## config.mk

```make
export PLATFORM = sky130hd
export DESIGN_NAME = sbm_master
export DESIGN_NICKNAME = d
export VERILOG_FILES = /design/src/design/sbm_pkg.sv /design/src/design/sbm_clkgen.sv /design/src/design/sbm_sync.sv /design/src/design/sbm_master.sv
export VERILOG_INCLUDE_DIRS = /design/src /design/src/design
export SDC_FILE = /design/constraint.sdc
export NUM_CORES = 1
export LEC_CHECK = 0
export BUFFER_PORTS_ARGS = -buffer_cell sky130_fd_sc_hd__buf_2
export CORE_MARGIN = 5
export CORE_UTILIZATION = 55
export CTS_BUF_LIST = sky130_fd_sc_hd__clkbuf_16
export DETAILED_ROUTE_END_ITERATION = 16
export PLACE_DENSITY = 0.81
export SLEW_MARGIN = 10
export SYNTH_ARGS = -nofsm -noshare
export SYNTH_HDL_FRONTEND = slang
export SYNTH_SLANG_ARGS = --single-unit
```

## constraint.sdc

```tcl
create_clock -name clock -period 5 [get_ports clock]
set_input_delay 0.25 -clock clock [delete_from_list [all_inputs] [get_ports clock]]
set_output_delay 0.25 -clock clock [all_outputs]
set_load 0.01 [all_outputs]
```

## src/design/sbm_consts.svh

```systemverilog
// Constants for the system bus master port: widths, codes and timing.
`ifndef SBM_CONSTS_SVH
`define SBM_CONSTS_SVH
`define SBM_ADDR_W         20
`define SBM_BASE_ADDR_W    16
`define SBM_DATA_W         8
`define SBM_INT_W          8
`define SBM_CLK_PERIOD_NS  10
`define SBM_BCLK_PERIOD_NS 108
`define SBM_BCLK_LOW_CYC   5
`define SBM_BCLK_HIGH_CYC  6
`define SBM_BCLK_DIV_W     4
`define SBM_ACK_TIMEOUT    1023
`define SBM_TMO_W          10
`define SBM_OP_MRD         2'h0
`define SBM_OP_MWR         2'h1
`define SBM_OP_IORD        2'h2
`define SBM_OP_IOWR        2'h3
`endif

```

## src/design/sbm_pkg.sv

```systemverilog
// Types shared by the system bus master port.
package sbm_pkg;
   typedef enum logic [2:0]
   {
      SBM_IDLE  = 3'b000,
      SBM_ARB   = 3'b001,
      SBM_SETUP = 3'b010,
      SBM_CMD   = 3'b011,
      SBM_HOLD  = 3'b100,
      SBM_REL   = 3'b101
   } sbm_state_t;
endpackage

```

## src/design/sbm_clkgen.sv

```systemverilog
// Divider making the bus clock and constant clock from the system clock.
`timescale 1ns/1ns
`include "sbm_consts.svh"
module sbm_clkgen
   import sbm_pkg::*;
(
   input  wire logic clock,
   input  wire logic sys_rst,
   input  wire logic clk_en,
   output logic      bclk_n_ff,
   output logic      constant_clock_n_ff
);
   logic [`SBM_BCLK_DIV_W-1:0] cnt_ff;
   logic [`SBM_BCLK_DIV_W-1:0] nxt_cnt;
   logic                       nxt_bclk;

   // Eleven cycles: five low, six high, giving 110 ns at about 45 percent.
   always_comb
   begin
      nxt_cnt  = cnt_ff + 4'h1;
      nxt_bclk = bclk_n_ff;
      if (cnt_ff == 4'(`SBM_BCLK_LOW_CYC + `SBM_BCLK_HIGH_CYC - 1))
      begin
         nxt_cnt  = 4'h0;
         nxt_bclk = 1'b0;
      end
      else if (cnt_ff == 4'(`SBM_BCLK_LOW_CYC - 1))
      begin
         nxt_bclk = 1'b1;
      end
   end

   // Both clocks share the divider so they never drift apart.
   always_ff @(posedge clock)
   begin
      if (sys_rst)
      begin
         cnt_ff    <= 4'h0;
         bclk_n_ff <= 1'b0;
         constant_clock_n_ff <= 1'b0;
      end
      else if (clk_en)
      begin
         cnt_ff    <= nxt_cnt;
         bclk_n_ff <= nxt_bclk;
         constant_clock_n_ff <= nxt_bclk;
      end
   end
endmodule

```

## src/design/sbm_sync.sv

```systemverilog
// Two flip-flop synchroniser for a group of level inputs.
`timescale 1ns/1ns
module sbm_sync
   import sbm_pkg::*;
#(
   parameter int W = 1
)
(
   input  wire logic         clock,
   input  wire logic         sys_rst,
   input  wire logic         clk_en,
   input  wire logic [W-1:0] din,
   input  wire logic [W-1:0] rst_val,
   output logic      [W-1:0] dout
);
   logic [W-1:0] s1_ff;
   logic [W-1:0] s2_ff;

   // The first stage feeds only the second, to contain metastability.
   always_ff @(posedge clock)
   begin
      if (sys_rst)
      begin
         s1_ff <= rst_val;
         s2_ff <= rst_val;
      end
      else if (clk_en)
      begin
         s1_ff <= din;
         s2_ff <= s1_ff;
      end
   end

   assign dout = s2_ff;
endmodule

```

## src/design/sbm_master.sv

```systemverilog
// Bus master port driving the shared system backplane bus.
// Operation
// - Twenty address lines select a memory location or an I/O port.
// - Line fifteen is top unless extended lines drive addresses past 65K.
// - Priority-in means no higher master requests; sample it on bus clock.
// - In a daisy chain, priority-out feeds the next lower priority-in.
// - The owner asserts busy on the bus clock; others then stay off.
// - Eight bidirectional data lines, line seven most significant.
// - I/O read command means port address valid; port drives data.
// - I/O write command means port address valid; port takes data.
// - Memory read command means memory address valid; memory drives data.
// - Memory write command means memory address valid; memory stores data.
// - Slave acks when data is ready or taken; master holds the command.
`timescale 1ns/1ns
`include "sbm_consts.svh"
module sbm_master
   import sbm_pkg::*;
(
   input  wire logic                      clock,
   input  wire logic                      sys_rst,
   input  wire logic                      clk_en,
   input  wire logic                      req_valid,
   input  wire logic [1:0]                req_op,
   input  wire logic [`SBM_ADDR_W-1:0]    req_addr,
   input  wire logic                      req_ext,
   input  wire logic [`SBM_DATA_W-1:0]    req_wdata,
   input  wire logic                      req_lock,
   output logic                           req_ready_ff,
   output logic                           rsp_valid_ff,
   output logic [`SBM_DATA_W-1:0]         rsp_rdata_ff,
   output logic                           rsp_timeout_ff,
   output logic                           bclk_n_ff,
   output logic                           constant_clock_ff,
   input  wire logic                      priority_in_n,
   output logic                           priority_out_n_ff,
   output logic                           bus_request_n_ff,
   input  wire logic                      busy_n_in,
   output logic                           busy_n_oe_ff,
   input  wire logic                      common_bus_request_in,
   output logic                           common_bus_request_oe_ff,
   output logic [`SBM_BASE_ADDR_W-1:0]    base_address_lines_ff,
   output logic [3:0]                     extended_address_lines_ff,
   output logic                           addr_oe_ff,
   input  wire logic [`SBM_DATA_W-1:0]    data_lines_in,
   output logic [`SBM_DATA_W-1:0]         data_lines_out_ff,
   output logic                           data_lines_oe_ff,
   output logic                           mem_read_cmd_ff,
   output logic                           mem_write_cmd_ff,
   output logic                           io_read_cmd_ff,
   output logic                           io_write_cmd_ff,
   output logic                           cmd_oe_ff,
   input  wire logic                      transfer_ack,
   input  wire logic                      ram_inhibit,
   output logic                           ram_inhibit_ff,
   input  wire logic [`SBM_INT_W-1:0]     interrupt_lines,
   output logic                           int_pending_ff,
   output logic [2:0]                     int_level_ff,
   input  wire logic                      init_n,
   output logic                           init_oe_ff
);
   // Bus pins, synchronised; a low level means asserted.
   logic [`SBM_INT_W+4:0] pins_raw;
   logic [`SBM_INT_W+4:0] pins_s;
   logic                  prn_s;
   logic                  busy_s;
   logic                  ack_s;
   logic                  inh_s;
   logic [`SBM_INT_W-1:0] int_s;
   logic                  bclk_prev_ff;
   logic                  bclk_edge;
   logic                  init_s;
   sbm_state_t            state_ff;
   sbm_state_t            nxt_state;
   logic [`SBM_TMO_W-1:0] tmo_ff;
   logic [`SBM_TMO_W-1:0] nxt_tmo;
   logic [1:0]            op_ff;
   logic [1:0]            nxt_op;

   // Lowest-numbered asserted line wins.
   function automatic logic [3:0] sbm_prio(input logic [`SBM_INT_W-1:0] act);
      logic [3:0] r;
      r = 4'h0;
      for (int i = `SBM_INT_W - 1; i >= 0; i--)
      begin
         if (act[i])
         begin
            r = {1'b1, 3'(i)};
         end
      end
      return r;
   endfunction

   assign pins_raw = {init_n, interrupt_lines, ram_inhibit, transfer_ack,
                      busy_n_in, priority_in_n};

   sbm_sync #(.W(`SBM_INT_W + 5)) u_sync
   (
      .clock   (clock),
      .sys_rst (sys_rst),
      .clk_en  (clk_en),
      .din     (pins_raw),
      .rst_val ('1),
      .dout    (pins_s)
   );

   sbm_clkgen u_clk
   (
      .clock     (clock),
      .sys_rst   (sys_rst),
      .clk_en    (clk_en),
      .bclk_n_ff (bclk_n_ff),
      .constant_clock_n_ff (constant_clock_ff)
   );

   // Decoded active-low pins as active-high internals.
   assign prn_s  = ~pins_s[0];
   assign busy_s = ~pins_s[1];
   assign ack_s  = ~pins_s[2];
   assign inh_s  = ~pins_s[3];
   assign int_s  = ~pins_s[`SBM_INT_W+3:4];
   assign init_s = ~pins_s[`SBM_INT_W+4];
   // Arbitration moves only on a rising bus clock edge, keeping it in step.
   assign bclk_edge = bclk_n_ff & ~bclk_prev_ff;

   // Transfer sequencer: arbitrate, set up, command, wait ack, release.
   always_comb
   begin
      nxt_state = state_ff;
      nxt_tmo   = tmo_ff;
      nxt_op    = op_ff;
      case (state_ff)
         SBM_IDLE:
         begin
            if (req_valid)
            begin
               nxt_op    = req_op;
               nxt_state = SBM_ARB;
            end
         end
         SBM_ARB:
         begin
            if (bclk_edge && prn_s && !busy_s)
            begin
               nxt_state = SBM_SETUP;
            end
         end
         SBM_SETUP:
         begin
            nxt_tmo   = '0;
            nxt_state = SBM_CMD;
         end
         SBM_CMD:
         begin
            nxt_tmo = tmo_ff + 10'h1;
            if (ack_s || tmo_ff == 10'(`SBM_ACK_TIMEOUT))
            begin
               nxt_state = SBM_HOLD;
            end
         end
         SBM_HOLD:
         begin
            nxt_state = SBM_REL;
         end
         SBM_REL:
         begin
            if (bclk_edge)
            begin
               nxt_state = (req_lock && req_valid) ? SBM_ARB : SBM_IDLE;
               nxt_op    = req_op;
            end
         end
         default:
         begin
            nxt_state = SBM_IDLE;
         end
      endcase
   end

   always_ff @(posedge clock)
   begin
      if (sys_rst || init_s)
      begin
         state_ff     <= SBM_IDLE;
         tmo_ff       <= '0;
         op_ff        <= 2'h0;
         bclk_prev_ff <= 1'b0;
      end
      else if (clk_en)
      begin
         state_ff     <= nxt_state;
         tmo_ff       <= nxt_tmo;
         op_ff        <= nxt_op;
         bclk_prev_ff <= bclk_n_ff;
      end
   end

   // Pin drivers, all registered; outputs are the asserted-low levels.
   always_ff @(posedge clock)
   begin
      if (sys_rst || init_s)
      begin
         req_ready_ff              <= 1'b0;
         rsp_valid_ff              <= 1'b0;
         rsp_rdata_ff              <= '0;
         rsp_timeout_ff            <= 1'b0;
         priority_out_n_ff         <= 1'b0;
         bus_request_n_ff          <= 1'b1;
         busy_n_oe_ff              <= 1'b0;
         common_bus_request_oe_ff  <= 1'b0;
         base_address_lines_ff     <= '1;
         extended_address_lines_ff <= '1;
         addr_oe_ff                <= 1'b0;
         data_lines_out_ff         <= '1;
         data_lines_oe_ff          <= 1'b0;
         mem_read_cmd_ff           <= 1'b1;
         mem_write_cmd_ff          <= 1'b1;
         io_read_cmd_ff            <= 1'b1;
         io_write_cmd_ff           <= 1'b1;
         cmd_oe_ff                 <= 1'b0;
         ram_inhibit_ff            <= 1'b0;
         int_pending_ff            <= 1'b0;
         int_level_ff              <= 3'h0;
         init_oe_ff                <= 1'b0;
      end
      else if (clk_en)
      begin
         req_ready_ff   <= (nxt_state == SBM_IDLE) && (state_ff == SBM_IDLE);
         rsp_valid_ff   <= (state_ff == SBM_HOLD);
         // Set on leaving the command unanswered, kept through HOLD so
         // that it stands in the same cycle as the response strobe.
         rsp_timeout_ff <= ((state_ff == SBM_CMD) && !ack_s &&
                            (nxt_state == SBM_HOLD)) ||
                           ((state_ff == SBM_HOLD) && rsp_timeout_ff);
         if (state_ff == SBM_CMD && ack_s && !op_ff[0])
         begin
            rsp_rdata_ff <= ~data_lines_in;
         end
         // Request the bus while we want it and do not yet own it.
         bus_request_n_ff <= !(nxt_state == SBM_ARB);
         common_bus_request_oe_ff <= (nxt_state == SBM_ARB);
         // Inhibit lower masters while we want or hold the bus.
         priority_out_n_ff <= (nxt_state != SBM_IDLE) || !prn_s;
         // Busy covers ownership and outlasts the drive enables.
         busy_n_oe_ff <= (nxt_state == SBM_SETUP) || (nxt_state == SBM_CMD)
                         || (nxt_state == SBM_HOLD)
                         || (nxt_state == SBM_REL);
         addr_oe_ff <= (nxt_state == SBM_SETUP) || (nxt_state == SBM_CMD)
                       || (nxt_state == SBM_HOLD);
         cmd_oe_ff  <= (nxt_state == SBM_SETUP) || (nxt_state == SBM_CMD)
                       || (nxt_state == SBM_HOLD);
         data_lines_oe_ff <= op_ff[0] && ((nxt_state == SBM_SETUP) ||
                             (nxt_state == SBM_CMD) ||
                             (nxt_state == SBM_HOLD));
         if (state_ff == SBM_ARB && nxt_state == SBM_SETUP)
         begin
            // Short addresses keep line fifteen as the top bit.
            base_address_lines_ff <= ~req_addr[15:0];
            extended_address_lines_ff <= req_ext ? ~req_addr[19:16]
                                                 : 4'hf;
            data_lines_out_ff <= ~req_wdata;
         end
         // Commands stay asserted until acknowledge or timeout.
         mem_read_cmd_ff  <= !((nxt_state == SBM_CMD) &&
                               op_ff == `SBM_OP_MRD);
         mem_write_cmd_ff <= !((nxt_state == SBM_CMD) &&
                               op_ff == `SBM_OP_MWR);
         io_read_cmd_ff   <= !((nxt_state == SBM_CMD) &&
                               op_ff == `SBM_OP_IORD);
         io_write_cmd_ff  <= !((nxt_state == SBM_CMD) &&
                               op_ff == `SBM_OP_IOWR);
         ram_inhibit_ff <= inh_s;
         {int_pending_ff, int_level_ff} <= sbm_prio(int_s);
         init_oe_ff <= 1'b0;
      end
   end

   // Assertions on the bus drive discipline.
   a_no_drive_unowned: assert property (@(posedge clock) disable iff (sys_rst)
      addr_oe_ff |-> busy_n_oe_ff)
      else $error("address driven without busy");
   // Initialization drops every enable at once, so it is left out here.
   a_busy_outlasts: assert property (@(posedge clock)
      disable iff (sys_rst || init_s)
      $fell(busy_n_oe_ff) |-> !$past(addr_oe_ff))
      else $error("busy dropped while address driven");
   a_cmd_held_ack: assert property (@(posedge clock) disable iff (sys_rst)
      (!mem_read_cmd_ff && !ack_s && state_ff == SBM_CMD && tmo_ff < 10'h3ff
       && clk_en && !init_s) |=> !mem_read_cmd_ff)
      else $error("read command dropped before acknowledge");
   a_one_cmd: assert property (@(posedge clock) disable iff (sys_rst)
      $countones({~mem_read_cmd_ff, ~mem_write_cmd_ff, ~io_read_cmd_ff,
                  ~io_write_cmd_ff}) <= 1)
      else $error("two commands at once");
   a_common_bus_request_dropped: assert property (@(posedge clock) disable iff (sys_rst)
      busy_n_oe_ff |-> !common_bus_request_oe_ff)
      else $error("common request held while owning");
   a_bus_request_n_owned: assert property (@(posedge clock) disable iff (sys_rst)
      (!bus_request_n_ff && !init_s && clk_en) |=> busy_n_oe_ff
      || !bus_request_n_ff)
      else $error("request dropped without ownership");
   a_data_write_only: assert property (@(posedge clock) disable iff (sys_rst)
      data_lines_oe_ff |-> (mem_read_cmd_ff && io_read_cmd_ff))
      else $error("data driven during a read");
   a_int_prio: assert property (@(posedge clock) disable iff (sys_rst)
      (clk_en && !init_s && int_s[0]) |=> int_level_ff == 3'h0)
      else $error("line zero not highest priority");
   c_mem_read: cover property (@(posedge clock)
      !mem_read_cmd_ff ##[1:20] rsp_valid_ff);
   c_io_write: cover property (@(posedge clock) !io_write_cmd_ff);
   c_timeout: cover property (@(posedge clock) rsp_timeout_ff);
endmodule

```

==> results.cfg, run 1 <==
[run_status]
status = finished, final reports clean

[routing]
vias = 3394
drt_pass1_iterations = 4
drcViolationCount = 0
drt_wl_total_um = 9110
drtIter0Drc = 222
wire_per_inst_um = 14.4
viasPerCell = 5.37
ant_nets = 0

[cts]
ctsResizeCount = 0
cts_hold_buf = 0
cts_buffers = 9
clock_sinks = 101
cts.clk_slew.worst_paths_ps = 70
clk_path_buf_depth = 2
clockRootBuffer = clkbuf_16
clk_latency_ps = 340
postCtsSetupBuffers = 0
cts_tree = done
cts-htree-levels = 3

[global_routing]
track_usage_pct = 20.6
antenna_found_initial = 0
grt_first_pass_wirelength_um = 14700
overflow = 0
grt_pass1_vias = 3262
grt_max_degree = 49

[timing]
fin_skew_ps = 7.96
setup_viol = 0
fin_crit_sh_pct = 42.4
hold_violations = 0
rsz0062_at_grt = no
fmax_ghz = 0.471
finalCriticalPeriod_ps = 2120
timing.slew.headroom_pct = 29.5
tns_ps = 0
maxSlewViolCount = 0
worstMarginPinSlew_ps = 1050

[setup_path]
cp-start-kind = primary input
critPathSlowestCell = nand2_1
crit_fanout = 29
startpoint = sys_rst
reg2reg_to = busy_n_oe_ff
worstPathCellList = buf_2, clkinv_1, nand2_1, nor2_1, o41a_1
worstSetupEndpointType = flop
setup.worst_path.end = priority_out_n_ff
crit_arrival_ps = 2350
reg2reg_depth = 6
max_stage_delay_ps = 1050
rr_startpoint = tmo_ff[0]
ff2ff_setup_slack_ps = 2890
setup.worst_path.class = primary input to flop
required_ps = 5220

[final_layout]
n_antenna_cell = 0
fill_cells = 533
final_layout_size_suffix_gt1_share_pct = 25.0
synthToLayoutAreaGrowth_pct = 22.0
stdcell_area_um2 = 4790
final_common_cell = buf_2
nets = 591
layout_common_cells = buf_2, dfxtp_1, nand2_1

[placed_design]
hpwl_um = 6330
place.gp.congestion = 0.816
port_buffers = 113
dpl_cell_area_um2 = 4510

[power_and_ir_drop]
power_leakage_uw = 0.00219
finalPower_uw = 1640
power_density_nw_per_um2 = 341
peakVddDrop_mv = 0.227

[synthesis]
synth-main-ff-cell = dfxtp_1
yosys_warnings = 0
ys_ff_latch = 101
synthArstFlopShare_pct = 0
syn-cell-area_um2 = 3930
yosysTopAreaCellShare_pct = 51.4
ys_types = 41
synthTopCellsByArea = dfxtp_1, mux2i_1, nand2_1
synth_nets = 493
syn_inst = 433
synth_edf_count = 0
synth_largest_area_cell = dfxtp_1
synth-seq-area-share_pct = 51.4
synth_area_per_cell_um2 = 9.08

[floorplan]
die-area_um2 = 8940
core_area_um2 = 6870
io_pins = 116
die_y_um = 94.5
rows = 30
start_util_pct = 57.2
fp.dieW_um = 94.5

[run]
drv_cap = 0

[hold_path]
min_path_type = primary input to flop
[how the worst min path moves through the flow]
stage / depth (start not counted) / endpoint / startpoint / slack, ps
3_3_place_gp: 1 / ram_inhibit_ff / u_sync.dout[3] / 420
6_report: 2 / rsp_rdata_ff[7] / data_lines_in[7] / 80
5_1_grt: 2 / rsp_rdata_ff[7] / data_lines_in[7] / 90
3_5_place_dp: 2 / rsp_rdata_ff[4] / data_lines_in[4] / 430
4_1_cts: 2 / rsp_rdata_ff[7] / data_lines_in[7] / 70
2_1_floorplan: 1 / u_clk.bclk_n_ff / sys_rst / 320
[kinds of logic after synthesis]
logic type	count (synthesis)	synth area share (%)
AO/OA/AOI/OAI	89	15.3
XOR/XNOR	7	1.56
adder cells (fa/ha/maj)	2	0.636
buffers and inverters	33	3.72
flip-flops	101	51.4
multiplexers	30	7.64
other	1	0.0954
AND/OR/NAND/NOR	170	19.6
[state kept, by name, indices dropped and copies added, names as in the netlist, 2 cells and up]
register and cells:
op_ff 2, extended_address_lines_ff 4, base_address_lines_ff 16, data_lines_out_ff 8, u_clk.cnt_ff 4, tmo_ff 10
rsp_rdata_ff 8, u_sync.s1_ff 13, int_level_ff 3, state_ff 3, u_sync.dout 13
[stage by stage]
stage,hold slack (ps),utilization [%],setup WS [ps],std cells
finish,80.8,69.8,2880,632
global route,89.4,69.8,2660,632
CTS,70.1,69.8,2900,632
detailed placement,433,65.7,2540,616
global placement,424,65.7,2640,616
floorplan,319,-,3140,433
[report_power, final]
part	leakage [uW]	internal [uW]	switching, uW
clock	0.000145	381	292
sequential	0.000823	826	18.8
combinational	0.00122	52.3	66.4
total	0.00219	1260	377
[synthesized netlist by cell type (2+ instances only)]
cell and instances:
a211oi_1 10, nand3_1 10, nand2_1 68, mux2i_1 30, buf_2 6, nand4_1 6
dfxtp_1 101, o21a_1 2, xor2_1 7, clkbuf_1 17, nor3_1 7, or3_1 3
a31oi_1 3, a21o_1 2, o21ai_0 14, o21ai_1 6, a21oi_1 18, nor2b_1 7
clkinv_1 2, buf_4 4, buf_1 2, nand2b_1 7, inv_1 2, nor2_1 49
ha_1 2, and3_1 7, o211ai_1 27
[layout make-up]
class | count | area (um2) | share of cell area (%)
sequential | 101 | 2020 | 42.2
multi-input combinational | 299 | 1770 | 36.8
timing repair buffer | 116 | 588 | 12.3
clock buffer | 9 | 225 | 4.70
tap | 96 | 120 | 2.51
clock inverter | 7 | 58.8 | 1.23
inverter | 4 | 15.0 | 0.313
[critical path: cells and delay by family]
family          cells  cell delay, ps
simple gates        2            1190
buf+inv             2             740
compound gates      1             150
[per-layer routing]
layer  wire, um  track usage [%]
met1       3820             24.4
met2       4400             34.5
met3        688             6.77
met4        200             8.29
met5          0                0
(Power assumes the default switching activity.)
==> run 2: changes to the inputs <==
ABC_AREA = 1   (was not set)
CORE_UTILIZATION = 51   (was 55)
PLACE_DENSITY = 0.76   (was 0.81)
clock period = 2.2 ns   (was 5 ns; I/O delays follow)
==> results.cfg, run 2 <==
[global_routing]
grt_max_degree = 51
grt_pass1_vias = 3576
antenna_found_initial = 0
grt_first_pass_wirelength_um = 16300
track_usage_pct = 20.5
overflow = 0

[power_and_ir_drop]
netSwitchingPower_uw = 979
p_comb_share_pct = 10.1
p_sw_share_pct = 25.5
pwr-share-seq_pct = 50.3
p_clk_share_pct = 39.6
power_density_nw_per_um2 = 730
peakVddDrop_mv = 0.463
power_leakage_uw = 0.00248
finalPower_uw = 3840
p_int_uw = 2860

[setup_path]
crit_arrival_ps = 1960
crit_fanout = 42
reg2reg_to = data_lines_out_ff[0]
required_ps = 2400
reg2reg_depth = 8
worstSetupEndpointType = flop
cp-start-kind = flop
rr_startpoint = u_clk.bclk_n_ff
ff2ff_setup_slack_ps = 440
setup.worst_path.class = flop to flop

[synthesis]
synth_nets = 550
syn-cell-area_um2 = 3960
synth-main-ff-cell = dfxtp_1
yosysTopAreaCellShare_pct = 51.1
synth-seq-area-share_pct = 51.1
ys_ff_latch = 101
ys_types = 37
yosys_warnings = 0
synth_largest_area_cell = dfxtp_1
synth_area_per_cell_um2 = 8.07
synth_edf_count = 0
synthTopCellsByCount = nand2_1, dfxtp_1, a21oi_1, inv_1
synthTopCellsByArea = dfxtp_1, nand2_1, a21oi_1
syn_inst = 490
synth.most_common_cell = nand2_1
synthArstFlopShare_pct = 0

[cts]
cts_tree = done
cts_hold_buf = 45
postCtsSetupBuffers = 0
clockRootBuffer = clkbuf_16
ctsResizeCount = 0
clk_path_buf_depth = 2
cts-htree-levels = 3
clock_sinks = 101
clk_latency_ps = 340
cts_buffers = 9
cts.clk_slew.worst_paths_ps = 70

[final_layout]
largest_reg_flops = 16
seqCellArea_um2 = 2020
fin_util_pct = 68.8
multiInputGateArea_um2 = 1620
max_flop_register = base_address_lines_ff
stdcell_count = 743
nets = 696
fill_cells = 617
n_antenna_cell = 0
synthToLayoutAreaGrowth_pct = 33.0
final_common_cell = nand2_1
final_layout_size_suffix_gt1_share_pct = 24.2
layout_common_cells = nand2_1, buf_2, dfxtp_1

[placed_design]
place.gp.congestion = 0.932
placed_cells = 682
port_buffers = 113
hpwl_um = 6520

[routing]
wire_per_inst_um = 13.2
vias = 3763
drcViolationCount = 0
ant_nets = 0
drt_wl_total_um = 9840
viasPerCell = 5.06
drtIter0Drc = 233
drt_pass1_iterations = 4

[timing]
rsz0062_at_grt = no
maxSlewViolCount = 0
finalCriticalPeriod_ps = 1760
fin_crit_sh_pct = 79.8
tns_ps = 0
fin_skew_ps = 7.77
hold_violations = 0
fmax_ghz = 0.569
setup_viol = 0

[floorplan]
fp.dieW_um = 98.1
start_util_pct = 51.7
core_area_um2 = 7650
rows = 32
io_pins = 116
die_y_um = 98.1
die-area_um2 = 9620

[run]
drv_cap = 0

[hold_path]
min_path_type = primary input to flop
holdPathStages = 3
min_to = op_ff[0]
min-delay-start = req_op[0]

[run_status]
status = finished, final reports clean
run 2: cell count changes after synthesis, sizes merged, moves of 9 or more:
cell | before | now
a21oi | 18 | 45
inv | 2 | 37
nand2 | 68 | 117
nand3 | 10 | 32
mux2i | 30 | 0
o21ai | 20 | 34
nor2 | 49 | 31
a211oi | 10 | 1
run 2: per-layer routing:
metal | global-route usage (%) | vias up | part of all wire [%]
li1 | - | 1942 | -
met1 | 23.8 | 1688 | 42
met2 | 36.5 | 111 | 49
met3 | 4.50 | 22 | 6.2
met4 | 8.09 | 0 | 2.3
met5 | 0 | - | 0
run 2: logic make-up after synthesis:
group	Yosys count	synth area share, %
fa+ha+maj	2	0.632
compound gates	115	17.1
flops	101	51.1
simple gates	204	23.2
buf+inv	67	7.91
other cells	1	0.0948
run 2: critical path, stage by stage (launching register included):
cell and delay (ps):
dfxtp_1 400, inv_1 80, nor2_2 130, nand2_1 90
inv_1 90, nand3_2 250, buf_4 370, nand2_1 120
o211ai_1 90
run 2: worst max-delay path by stage:
stage | from | to | cells after the start
after detailed placement | tmo_ff[0] | data_lines_oe_ff | 13
final | u_clk.bclk_n_ff | data_lines_out_ff[0] | 8
after CTS | tmo_ff[0] | data_lines_oe_ff | 13
after global routing | u_clk.bclk_n_ff | base_address_lines_ff[5] | 8
after global placement | tmo_ff[0] | data_lines_oe_ff | 13
after floorplan | tmo_ff[0] | data_lines_oe_ff | 13
run 2: layout make-up:
type                       instances  area share (%)
clock buffer                       9            4.28
clock inverter                     7            1.19
inverter                          38            2.73
multi-input combinational        322            30.8
sequential                       101            38.4
tap                              102            2.42
timing repair buffer             164            20.2
run 2: metrics by stage:
stage          setup slack, ps  hold slack (ps)  area, um2
2_1_floorplan              669              199       3960
3_3_place_gp               501              284       4530
3_5_place_dp               466              289       4530
4_1_cts                    461             64.2       5260
5_1_grt                    236             83.2       5260
6_report                   443             66.6       5260
run 2: power by group through the flow:
stage | sequential, uW | combinational [uW] | clock, uW
2_1_floorplan | 1980 | 198 | 0
3_3_place_gp | 1970 | 314 | 0
3_5_place_dp | 1970 | 321 | 0
4_1_cts | 1930 | 385 | 1560
5_1_grt | 1940 | 437 | 1630
6_report | 1930 | 389 | 1520
==> run 3: changes to the inputs <==
clock period = 1.7 ns   (was 2.2 ns; I/O delays follow)
==> results.cfg, run 3 (synthesized netlist as in run 2, its figures left out) <==
[routing]
drcViolationCount = 0
drt_wl_total_um = 10700
drtIter0Drc = 207
wire_per_inst_um = 14.1
drt_pass1_iterations = 5
vias = 3947
ant_nets = 0
viasPerCell = 5.18

[floorplan]
die-area_um2 = 9620
fp.dieW_um = 98.1
io_pins = 116
core_area_um2 = 7650
die_y_um = 98.1
start_util_pct = 51.7
rows = 32

[placed_design]
hpwl_um = 6730
placed_cells = 690
dpl_worst_slack_ps = -32.2
port_buffers = 113
place.gp.congestion = 0.863

[setup_path]
crit_fanout = 4
required_ps = 1920
worstSetupEndpointType = flop
cp-start-kind = flop
crit_arrival_ps = 1810
setup.worst_path.class = flop to flop

[cts]
clk_path_buf_depth = 2
cts.clk_slew.worst_paths_ps = 70
cts-htree-levels = 3
cts_tree = done
clockRootBuffer = clkbuf_16
clk_latency_ps = 340
clock_sinks = 101
cts_buffers = 9

[power_and_ir_drop]
p_sw_share_pct = 23.6
p_clk_share_pct = 41.8
power_density_nw_per_um2 = 945
p_comb_share_pct = 10.3
power_leakage_uw = 0.00262
pwr-share-seq_pct = 47.9
p_int_uw = 3990
peakVddDrop_mv = 0.676
netSwitchingPower_uw = 1240
finalPower_uw = 5230

[hold_path]
min_path_type = primary input to flop

[timing]
hold_violations = 0
fin_skew_ps = 9.41
whs_ps = 45.6
finalCriticalPeriod_ps = 1590
setup_viol = 0
fmax_ghz = 0.629
maxSlewViolCount = 0
fin_crit_sh_pct = 93.5
layout_setup_ws_ps = 111

[final_layout]
fill_cells = 567
n_antenna_cell = 0
layout_common_cells = nand2_1, buf_2, dfxtp_1
max_flop_register = base_address_lines_ff
largest_reg_flops = 16
nets = 715
stdcell_count = 762
final_layout_size_suffix_gt1_share_pct = 28.3
fin_util_pct = 72.3
synthToLayoutAreaGrowth_pct = 39.8

[global_routing]
grt_pass1_vias = 3595
antenna_found_initial = 0
overflow = 0
track_usage_pct = 21.6
grt_first_pass_wirelength_um = 17000
grt_max_degree = 54

[run]
drv_cap = 0

[run_status]
status = finished, final reports clean
run 3: changes by cell type in the layout (fill, tap and decap cells not counted), sizes merged:
cell,previous run,this run
clkinv,3,2
inv,42,41
bufinv,0,2
buf,119,138
run 3: critical path, stage by stage (launching register included):
cell     delay [ps]
dfxtp_4         370
ha_4            140
nand2_1          50
nor2_1          100
nand3_1         120
nand2_2         110
nand2_2          70
nand2_2          90
inv_2            40
ha_2            160
inv_2            40
nand2_1          50
nand3_1          60
a21oi_1          70
run 3: worst paths after layout:
check	from	end	slack, ps	cells past startpoint
worst min-delay path	req_op[0]	op_ff[0]	50	3
worst max-delay path	tmo_ff[0]	data_lines_oe_ff	110	13
worst min register to register	u_sync.dout[12]	u_sync.dout[12]	460	2
worst max register to register	tmo_ff[0]	data_lines_oe_ff	110	13
run 3: layer usage:
layer / up-vias / global-route usage, % / wire length [um]
li1: 1981 / - / -
met1: 1795 / 25.6 / 4400
met2: 144 / 37.1 / 5370
met3: 27 / 5.07 / 665
met4: 0 / 9.48 / 294
met5: - / 0 / 0
run 3: area by class of cell:
type	instances	area, um2	share of cell area, %
Clock inverter	7	95.1	1.72
Inverter	38	144	2.60
Timing Repair Buffer	183	1240	22.4
Clock buffer	9	225	4.07
Multi-Input combinational cell	322	1670	30.1
Tap cell	102	128	2.31
Sequential cell	101	2030	36.7
run 3: metrics by stage:
stage,area [um2],TNS (ps)
global route,5530,-2.02
global placement,4610,0
CTS,5390,0
floorplan,3960,0
finish,5530,0
detailed placement,4610,-47.6
run 3: timing repair:
item	in CTS	in global routing
pin swaps	0	7
cloned	0	0
endpoints found under the hold margin	45	0
endpoints found under the setup margin	4	4
gates resized for setup	2	16
buffers inserted	0	11
hold buffers	45	0
run 3: power groups by stage:
stage	clock network, uW	registers, uW	logic [uW]
after floorplan	0	2560	256
after global placement	0	2550	418
after detailed placement	0	2560	426
after CTS	2220	2500	512
after global routing	2320	2510	599
final	2180	2500	539
